**src/common/pige_regs.svh**
```systemverilog
// Register offsets, field positions and reset values of the port interrupt enable block.
// Assumes a 32-bit APB register space, one aligned word per register.
`ifndef PIGE_REGS_SVH
`define PIGE_REGS_SVH

`define PIGE_OFS_ENABLE 12'h014
`define PIGE_OFS_STATUS 12'h010
`define PIGE_OFS_CONFIG 12'h040
`define PIGE_OFS_PENDING 12'h044

`define PIGE_BIT_COLD_PRESENCE 31
`define PIGE_BIT_TASK_FILE_ERROR 30
`define PIGE_BIT_HOST_BUS_FATAL 29
`define PIGE_BIT_HOST_BUS_DATA 28
`define PIGE_BIT_LINK_FATAL 27
`define PIGE_BIT_LINK_NONFATAL 26
`define PIGE_BIT_RECEIVE_OVERFLOW 24
`define PIGE_BIT_WRONG_MULTIPLIER 23
`define PIGE_BIT_LINK_READY_CHANGE 22
`define PIGE_BIT_MECH_PRESENCE 7
`define PIGE_BIT_CONNECT_CHANGE 6
`define PIGE_BIT_DESCRIPTOR_DONE 5
`define PIGE_BIT_UNKNOWN_FRAME 4
`define PIGE_BIT_DEVICE_BITS_FRAME 3
`define PIGE_BIT_DMA_SETUP_FRAME 2
`define PIGE_BIT_PIO_SETUP_FRAME 1
`define PIGE_BIT_D2H_REGISTER_FRAME 0

`define PIGE_WRITABLE_MASK 32'hFDC0_00FF
`define PIGE_ENABLE_RESET 32'h0000_0000
`define PIGE_CONFIG_IE_BIT 0

`endif

```
**src/common/pige_pkg.sv**
```systemverilog
// Types shared by the port interrupt enable block.
// Assumes the register header is included by the design files.
package pige_pkg;

    typedef struct packed {
        logic        psel;
        logic        penable;
        logic        pwrite;
        logic [11:0] paddr;
        logic [31:0] pwdata;
    } pige_apb_req_t;

    typedef struct packed {
        logic        pready;
        logic        pslverr;
        logic [31:0] prdata;
    } pige_apb_rsp_t;

    typedef enum logic [1:0] {
        PIGE_IDLE,
        PIGE_ACCESS
    } pige_apb_state_t;

endpackage

```
**src/core/pige_top.sv**
```systemverilog
// Port interrupt enable register with APB slave and interrupt gating.
// Assumes status conditions arrive as levels from the port logic, synchronous to i_clk_sys.
// How it works
// - Interrupt when enable, status, global enable
// - Disabled conditions still visible in status
// - Enable and status share one layout
// - Bit 31 cold presence, optional read-only zero in enable only
// - Bit 30 gates task file error
// - Bits 29, 28 gate host bus errors
// - Bits 27, 26 gate link errors
// - Bit 23 gates wrong multiplier
// - Bit 22 gates link ready change
// - Bit 7 mechanical presence, optional read-only zero in enable only
// - Bit 6 gates connect change
// - Bit 5 gates descriptor done
// - Bit 4 gates unknown frame
// - Bits 3, 2 gate device bits, DMA setup
// - Bits 1, 0 gate PIO setup, D2H register
//
// Added by the designer: the APB slave port.
`timescale 1ns/1ps
`include "pige_regs.svh"
module pige_top #(
    parameter bit HAS_COLD_PRESENCE = 1'b1,
    parameter bit HAS_MECH_PRESENCE = 1'b1
) (
    input wire logic i_clk_sys,
    input wire logic i_rst_b,
    input wire logic i_psel,
    input wire logic i_penable,
    input wire logic i_pwrite,
    input wire logic [11:0] i_paddr,
    input wire logic [31:0] i_pwdata,
    input wire logic [3:0] i_pstrb,
    input wire logic [31:0] i_port_status,
    output logic [31:0] o_prdata,
    output logic o_pready,
    output logic o_pslverr,
    output logic o_port_irq
);
    logic rst_meta_ff;
    logic rst_sync_ff;
    logic [31:0] enable_ff;
    logic [31:0] status_ff;
    logic global_ie_ff;
    logic [31:0] pending;
    logic gate_irq;
    logic [31:0] wmask;
    logic [31:0] bytemask;
    logic [31:0] nxt_prdata;
    logic nxt_pslverr;
    logic access;
    logic wr_commit;
    pige_pkg::pige_apb_req_t req;
    pige_pkg::pige_apb_state_t state_ff;

    assign req = '{psel: i_psel, penable: i_penable, pwrite: i_pwrite,
                   paddr: i_paddr, pwdata: i_pwdata};

    // Reset released through two flops so release is clean on i_clk_sys
    always_ff @(posedge i_clk_sys or negedge i_rst_b) begin
        if (!i_rst_b) begin
            rst_meta_ff <= 1'b0;
            rst_sync_ff <= 1'b0;
        end else begin
            rst_meta_ff <= 1'b1;
            rst_sync_ff <= rst_meta_ff;
        end
    end

    // Optional sources become read-only zero in enable by removing them from its write mask; status still shows them
    always_comb begin
        wmask = `PIGE_WRITABLE_MASK;
        wmask[`PIGE_BIT_COLD_PRESENCE] = HAS_COLD_PRESENCE;
        wmask[`PIGE_BIT_MECH_PRESENCE] = HAS_MECH_PRESENCE;
    end

    generate
        for (genvar gb = 0; gb < 4; gb++) begin : g_strb
            assign bytemask[gb*8 +: 8] = {8{i_pstrb[gb]}};
        end
    endgenerate

    // Zero-wait slave: answer comes with the first access cycle
    always_ff @(posedge i_clk_sys or negedge rst_sync_ff) begin
        if (!rst_sync_ff) begin
            state_ff <= pige_pkg::PIGE_IDLE;
        end else if (req.psel && !req.penable) begin
            state_ff <= pige_pkg::PIGE_ACCESS;
        end else begin
            state_ff <= pige_pkg::PIGE_IDLE;
        end
    end

    assign access = req.psel && !req.penable;

    // Writes land on the edge that ends the access phase, where the master sees pready
    assign wr_commit = (state_ff == pige_pkg::PIGE_ACCESS) && req.psel && req.penable
                       && req.pwrite;

    // Enable register
    always_ff @(posedge i_clk_sys or negedge rst_sync_ff) begin
        if (!rst_sync_ff) begin
            enable_ff <= `PIGE_ENABLE_RESET;
        end else if (wr_commit && req.paddr == `PIGE_OFS_ENABLE) begin
            // Reserved and unsupported bits keep zero whatever is written
            enable_ff <= ((req.pwdata & bytemask) | (enable_ff & ~bytemask)) & wmask;
        end
    end

    // Adapter-wide enable, held here since no global register reaches this block
    always_ff @(posedge i_clk_sys or negedge rst_sync_ff) begin
        if (!rst_sync_ff) begin
            global_ie_ff <= 1'b0;
        end else if (wr_commit && req.paddr == `PIGE_OFS_CONFIG && i_pstrb[0]) begin
            global_ie_ff <= req.pwdata[`PIGE_CONFIG_IE_BIT];
        end
    end

    // Status is sampled regardless of enable so software always sees it
    always_ff @(posedge i_clk_sys or negedge rst_sync_ff) begin
        if (!rst_sync_ff) begin
            status_ff <= 32'h0000_0000;
        end else begin
            status_ff <= i_port_status & `PIGE_WRITABLE_MASK;
        end
    end

    // Bits 31..0 of enable gate the same positions of status
    pige_gate #(
        .WIDTH(32)
    ) u_gate (
        .i_clk_sys(i_clk_sys),
        .i_rst_sync_b(rst_sync_ff),
        .i_enable(enable_ff),
        .i_status(status_ff),
        .i_global_ie(global_ie_ff),
        .o_pending(pending),
        .o_irq(gate_irq)
    );

    always_comb begin
        nxt_prdata = 32'h0000_0000;
        nxt_pslverr = 1'b0;
        unique case (req.paddr)
            `PIGE_OFS_ENABLE: nxt_prdata = enable_ff;
            `PIGE_OFS_STATUS: nxt_prdata = status_ff;
            `PIGE_OFS_CONFIG: nxt_prdata = {31'h0000_0000, global_ie_ff};
            `PIGE_OFS_PENDING: nxt_prdata = pending;
            default: nxt_pslverr = 1'b1;
        endcase
    end

    always_ff @(posedge i_clk_sys or negedge rst_sync_ff) begin
        if (!rst_sync_ff) begin
            o_prdata <= 32'h0000_0000;
            o_pready <= 1'b0;
            o_pslverr <= 1'b0;
        end else begin
            o_pready <= access;
            o_pslverr <= access && nxt_pslverr;
            o_prdata <= (access && !req.pwrite) ? nxt_prdata : 32'h0000_0000;
        end
    end

    always_ff @(posedge i_clk_sys or negedge rst_sync_ff) begin
        if (!rst_sync_ff) begin
            o_port_irq <= 1'b0;
        end else begin
            o_port_irq <= gate_irq;
        end
    end
endmodule

```
**src/core/pige_gate.sv**
```systemverilog
// Per-bit gating of status by enable and the adapter-wide enable.
// Assumes all inputs are synchronous to i_clk_sys; output is registered.
`timescale 1ns/1ps
module pige_gate #(
    parameter int WIDTH = 32
) (
    input wire logic i_clk_sys,
    input wire logic i_rst_sync_b,
    input wire logic [WIDTH-1:0] i_enable,
    input wire logic [WIDTH-1:0] i_status,
    input wire logic i_global_ie,
    output logic [WIDTH-1:0] o_pending,
    output logic o_irq
);
    logic [WIDTH-1:0] nxt_pending;

    genvar gi;
    generate
        for (gi = 0; gi < WIDTH; gi++) begin : g_bit
            // One gate per condition, same position in both registers
            assign nxt_pending[gi] = i_enable[gi] & i_status[gi] & i_global_ie;
        end
    endgenerate

    always_ff @(posedge i_clk_sys or negedge i_rst_sync_b) begin
        if (!i_rst_sync_b) begin
            o_pending <= '0;
            o_irq <= 1'b0;
        end else begin
            o_pending <= nxt_pending;
            o_irq <= |nxt_pending;
        end
    end
endmodule

```
**config.mk**
```make
export PLATFORM = sky130hd
export DESIGN_NAME = pige_top
export DESIGN_NICKNAME = d
export VERILOG_FILES = /design/src/common/pige_pkg.sv /design/src/core/pige_top.sv /design/src/core/pige_gate.sv
export VERILOG_INCLUDE_DIRS = /design/src /design/src/common
export SDC_FILE = /design/constraint.sdc
export NUM_CORES = 1
export LEC_CHECK = 0
export CORE_MARGIN = 2
export CORE_UTILIZATION = 35
export DETAILED_ROUTE_END_ITERATION = 10
export DONT_BUFFER_PORTS = 1
export GPL_TIMING_DRIVEN = 0
export SYNTH_ARGS = -nofsm -noshare
export SYNTH_HDL_FRONTEND = slang
export SYNTH_SLANG_ARGS = --single-unit
export TNS_END_PERCENT = 100
```
**constraint.sdc**
```tcl
create_clock -name i_clk_sys -period 2.8 [get_ports i_clk_sys]
set_clock_uncertainty 0.05 [all_clocks]
set_input_delay 0.28 -clock i_clk_sys [delete_from_list [all_inputs] [get_ports i_clk_sys]]
set_output_delay 0.28 -clock i_clk_sys [all_outputs]
set_load 0.1 [all_outputs]
```
## After elaboration in Yosys (flattened, before gate mapping)

Index checks and enable logic that the tools add are counted.

- Eq/ne operators: 5
- Mux-type cells: 4
- Bitwise operators: 38
- Reduce and logical (&&, ||, !) cells: 13

Operators by type and width:

| kind | count |
|---|---|
| one-hot mux 32 bit (4 select lines) | 1 |
| bitwise AND 32 bit | 2 |
| bitwise AND 1 bit | 34 |
| two-way mux 32 bit | 1 |
| NOT 32 bit | 1 |
| bitwise OR 32 bit | 1 |
| == test 12 x 5 -> 1 bit, second input constant | 2 |
| == test 12 x 7 -> 1 bit, second input constant | 2 |
| OR reduction 17 bit | 1 |
| logical AND 1 bit | 9 |
| OR reduction 4 bit | 1 |
| == test 2 x 1 -> 1 bit, second input constant | 1 |
| logical NOT 1 bit | 2 |
| two-way mux 1 bit | 2 |

- Bits in registers: 92
- Bits of input ports: 85
- Output and inout bits: 35
- Logic and storage cells: 72

## Longest topological paths before layout

Gate-level depths: netlist of the first run.

- Depth after elaboration: 6
- Gate-level depth with buffers: 6

## Modules after synthesis

From an unflattened synthesis of the first run, not the netlist that was laid out.

- Cell total of the unflattened synthesis: 279
- Area, all modules: 4,071.4 µm²

Modules (own cells, without submodules):

| module | times used | cells an instance | area each (µm²) | sequential area each (µm²) |
|---|---|---|---|---|
| pige_top | 1 | 191 | 2,842.7 | 1,801.7 |
| pige_gate | 1 | 88 | 1,228.7 | 825.8 |

## Least setup slack after synthesis of the first run

OpenSTA, ideal clock, no wires.

- Kind: reg2reg
- From: reg state_ff[0]
- To: reg with a tool-made name
- Library setup time: 128 ps
- Arrival time: 1,910 ps
- Setup slack: 713 ps
- Stages on the path, launching flop included: 5
- Path through: dfrtp_1 and4_1 and4bb_1 nand2_2 mux2_1

RTL lines:

| what | line | RTL |
|---|---|---|
| from (decl) | pige_top.sv:55 | `pige_pkg::pige_apb_state_t state_ff;` |
| from (signal assigned) | pige_top.sv:87 | `state_ff <= pige_pkg::PIGE_IDLE;` |
| from (signal assigned) | pige_top.sv:89 | `state_ff <= pige_pkg::PIGE_ACCESS;` |
| from (signal assigned) | pige_top.sv:91 | `state_ff <= pige_pkg::PIGE_IDLE;` |

==> results of run 1 <==
## worst min-delay path by stage
stage	start	end	cells past startpoint
floorplan	i_rst_b	rst_meta_ff	0
global placement	i_rst_b	rst_meta_ff	0
detailed placement	i_rst_b	rst_meta_ff	0
CTS	i_pwdata[22]	register	1
global route	i_pwdata[23]	register	1
finish	i_pwdata[30]	register	1
## power by group
group          switching [mW]  internal [mW]
Clock                   0.376          0.518
Sequential             0.0234           1.10
Combinational           0.127         0.0547
Total                   0.527           1.67
## worst register-to-register path, stage by stage, from the launching register on
cell and delay, ps:
dfrtp_1 930, and4_1 390, and4bb_1 270, nand2_2 180
mux2_1 360
## cell usage in the layout (no fill, tap or decap), types with 7 or more instances in the layout
| cell | count |
|---|---|
| and3_1 | 17 |
| buf_4 | 16 |
| dfrtp_1 | 74 |
| clkbuf_8 | 10 |
| conb_1 | 16 |
| dlygate4sd3_1 | 20 |
| a22oi_1 | 20 |
| mux2_2 | 28 |
| mux2_1 | 7 |
| nor2_1 | 19 |
## layer usage
layer	GRT usage, %	wire length (microns)	up-vias
met5	0	0	-
met3	5.01	406	7
met4	6.31	96	0
li1	-	-	845
met2	23.2	3090	59
met1	19.0	2730	901
## final cells by class
type | instances | area [sq um]
fillers | 753 | 4610
multi-input cells | 133 | 997
well taps | 105 | 131
plain buffers | 22 | 146
inverters | 3 | 11.3
flip-flops and latches | 75 | 1880
clock inverters | 5 | 77.6
clock buffers | 10 | 138
repair buffers | 21 | 228
## cells in the mapped netlist (2+ instances only)
| master | count | area [sq um] |
|---|---|---|
| mux2_2 | 28 | 315 |
| inv_1 | 3 | 11.3 |
| nand2_2 | 2 | 12.5 |
| nor2_1 | 19 | 71.3 |
| clkbuf_1 | 3 | 11.3 |
| a22oi_1 | 20 | 150 |
| mux2_1 | 7 | 78.8 |
| and3_1 | 17 | 106 |
| nand2_1 | 2 | 7.51 |
| buf_2 | 3 | 15.0 |
| or3_1 | 3 | 18.8 |
| dfrtp_1 | 75 | 1880 |
| or4b_1 | 2 | 20.0 |
| buf_4 | 16 | 120 |
| conb_1 | 2 | 7.51 |
## logic make-up after synthesis
kind of cell / Yosys count / synth area share (%)
flops: 75 / 63.0
simple gates: 57 / 12.0
mux: 35 / 13.2
compound gates: 25 / 6.22
buf+inv: 25 / 5.29
other cells: 2 / 0.252
## stage by stage
step | hold slack, ps | setup WS (ps) | util, % | cell area (sq um)
after floorplan | -65.6 | 507 | - | 3030
after global placement | -65.5 | -284 | 38.5 | 3160
after detailed placement | -65.5 | 517 | 38.9 | 3190
after CTS | 7.12 | 479 | 43.8 | 3600
after global routing | 0.634 | 428 | 43.9 | 3610
final | 24.3 | 497 | 43.9 | 3610
## what timing repair did
action | CTS | global route
hold endpoints to repair | 20 | 1
setup endpoints to repair | 0 | 0
hold buffers | 19 | 1
==> qor.yml, run 1 <==
route.detailed.drc: 0
critPathTopFamily: "flip-flops"
ios: 120
rrSetupSlack_ps: 500
overflow: 0
synth_ff_type: "dfrtp_1"
critPathKind: "register to register"
area_growth_pct: 21.2
grt_pass1_vias: 1852
drive_gt1_share_pct: 26.0
io_buffers: 0
reg2reg_from: "state_ff[0]"
dpl.cell_count: 339
cts-root-buf: "clkbuf_8"
die_w_microns: 96.3
wirelength_mm: 6.33
ys_types: 32
first_pass_iters: 4
grt_pass1_wl_mm: 9.99
period_minus_slack_ps: 2300
rr_worst_depth: 4
finalMaxSlewViolations: 0
max_freq_mhz: 434
start_kind: "register"
viasPerCell: 4.84
grt_antenna_before_repair: 0
power_density_nw_per_um2: 609
final_cells: 374
startpoint: "state_ff[0]"
fin_nets: 350
ant_nets: 0
vias: 1812
initialDrtViolationCount: 77
synth-edff-count: 0
cts_max_path_buffers: 2
synthCells: 219
die_y_microns: 96.3
total_power_mw: 2.20
setup_tns_ps: 0
track_usage_pct: 14.9
peakVddDrop_v: 0.000231
grt_max_degree: 65
path_depth: 4
wl_per_cell_microns: 16.9
path_clk_slew_ps: 80
tightest_slew_ps: 921
crit_path_end_kind: "register"
hold_viol: 0
fin_crit_sh_pct: 82.2
cp_data_arrival_time_ps: 2470
insertion_delay_ps: 340
coreArea_sq_um: 8220
ys_ff_latch: 75
cts_resized: 0
rsz0062_at_grt: "false"
ys_seq_area_share_pct: 63.0
place_hpwl_mm: 4.38
gp_congestion: 0.818
syn_avg_cell_area_sq_um: 13.6
worst_path_max_delay_cell: "dfrtp_1"
worstPathMaxFanout: 7
slew_headroom_pct: 38.6
dieArea_sq_um: 9270
yosysWarnings: 0
critical_path_required_ps: 2970
path_cells: "and4_1, and4bb_1, nand2_2, mux2_1"
cts_max_level: 3
max_cap_violations: 0
diodes: 0
synth_area_sq_um: 2980
setup_viol: 0
crit_buf_inv: 0
rows: 33
cts_setup_buffers: 0
p_leak_nw: 1.76
min_path_type: "primary input to register"
initial_utilization_pct: 36.3
outcome: "completed"
synthArstFlopShare_pct: 100
cts_inserted_buffers: 9
clkSinkCount: 75
slowest_delay_ps: 930
cts_tree: "done"
No activity file was read; power rests on OpenSTA's default activity.
==> inputs of run 2 (changes only) <==
- clock period: 2.8 -> 2.1 ns (I/O delays scaled with it)
==> run 2 against run 1 <==
Sequential share of layout area shrank 1.1 points. Critical path depth is the same. Critical path type unchanged. Final area grew 2.4%. Utilization grew 1.0 points.
==> qor.yml, run 2 (synthesis gave the netlist of run 1 again) <==
coreArea_sq_um: 8220
critical_path_required_ps: 2270
cts_max_path_buffers: 2
dieArea_sq_um: 9270
cts_inserted_buffers: 9
vias: 1854
fin_ws_ps: 152
initialDrtViolationCount: 65
tightest_slew_ps: 918
p_leak_nw: 1.80
final_cells: 390
path_clk_slew_ps: 70
die_w_microns: 96.3
overflow: 0
grt_antenna_before_repair: 0
regArea_sq_um: 1880
diodes: 0
power_density_nw_per_um2: 729
final_cell_mix: "dfrtp_1 (73), dlygate4sd3_1 (36), mux2_2 (28)"
ant_nets: 0
peakVddDrop_v: 0.000359
period_minus_slack_ps: 1950
finalMaxSlewViolations: 0
max_cap_violations: 0
max_freq_mhz: 513
wirelength_mm: 6.25
cts_max_level: 3
rows: 33
cp_data_arrival_time_ps: 2120
viasPerCell: 4.75
dp_slack_ps: -208
crit_path_end_kind: "register"
io_buffers: 0
worstPathMaxFanout: 7
fill_cells: 747
cts-root-buf: "clkbuf_8"
place_hpwl_mm: 4.28
drive_gt1_share_pct: 23.9
cts_tree: "done"
die_y_microns: 96.3
ios: 120
grt_max_degree: 74
fin_nets: 365
fin_crit_sh_pct: 92.8
insertion_delay_ps: 340
clkSinkCount: 75
slew_headroom_pct: 38.8
gp_congestion: 0.762
grt_pass1_vias: 1963
start_kind: "register"
dpl.cell_count: 338
hold_viol: 0
wl_per_cell_microns: 16.0
first_pass_iters: 4
grt_pass1_wl_mm: 9.78
critPathKind: "register to register"
min_path_type: "primary input to register"
track_usage_pct: 14.7
rsz0062_at_grt: "false"
final_common_cell: "dfrtp_1"
initial_utilization_pct: 36.3
outcome: "completed"
area_growth_pct: 24.0
setup_viol: 0
cts_setup_buffers: 0
multi_input_area_sq_um: 997
route.detailed.drc: 0
[run 2: cell types whose count changed in the layout (fill, tap and decap cells not counted), sizes merged]
cell and change:
dlygate4sd3 +16, buf -1, clkbuf +3, clkinvlp -1, bufinv -2, clkinv +1
[run 2: routing by layer]
metal | vias to the layer above | wire, microns | GRT usage, % | part of all wire (%)
li1 | 878 | - | - | -
met1 | 915 | 2680 | 18.2 | 43
met2 | 51 | 3150 | 23.6 | 50
met3 | 10 | 259 | 3.60 | 4.1
met4 | 0 | 153 | 7.86 | 2.4
met5 | - | 0 | 0 | 0
[run 2: final cells by class]
class / instances / share of cell area, %
Sequential cell: 75 / 51.0
Multi-Input combinational cell: 133 / 27.0
Timing Repair Buffer: 36 / 9.75
Clock buffer: 13 / 4.03
Buffer: 22 / 3.96
Tap cell: 105 / 3.56
Clock inverter: 3 / 0.406
Inverter: 3 / 0.305
[run 2: timing repair]
action	CTS	global route
endpoints found under the hold margin	38	0
hold buffers	36	0
setup endpoints to repair	15	1
gates resized for setup	1	1
pin swaps	0	0
[run 2: report_power, final]
group	total [mW]	switching [mW]	internal, mW
Combinational	0.239	0.152	0.0874
Sequential	1.52	0.0515	1.47
Clock	0.939	0.482	0.457
[run 2: worst max-delay path: stages (launching register included)]
cell and delay (ps):
dfrtp_4 610, and4_1 340, and4bb_1 270, nand2_2 190
mux2_1 360
[run 2: metrics by stage]
step                      total power, mW  hold WS (ps)  util [%]  cell area (sq um)  setup TNS [ps]
after global placement               1.73          -136      38.5               3160           -2480
final                                2.70          33.2      45.0               3690               0
after detailed placement             1.73          -136      38.5               3170           -2540
after global routing                 2.81          36.9      45.0               3690               0
after CTS                            2.73          26.7      44.9               3690               0
after floorplan                      1.71          -136         -               3030               0
[run 2: worst paths after layout]
check                              end  slack [ps]  cells after the start         start
setup / recovery              register         150                      4   state_ff[0]
hold / removal             state_ff[0]          30                      2     i_penable
setup reg to reg              register         150                      4   state_ff[0]
hold reg to reg             o_port_irq         310                      0  u_gate.o_irq
max in group asynchronous  state_ff[0]         880                      0   rst_sync_ff
min in group asynchronous  rst_sync_ff          40                      1       i_rst_b
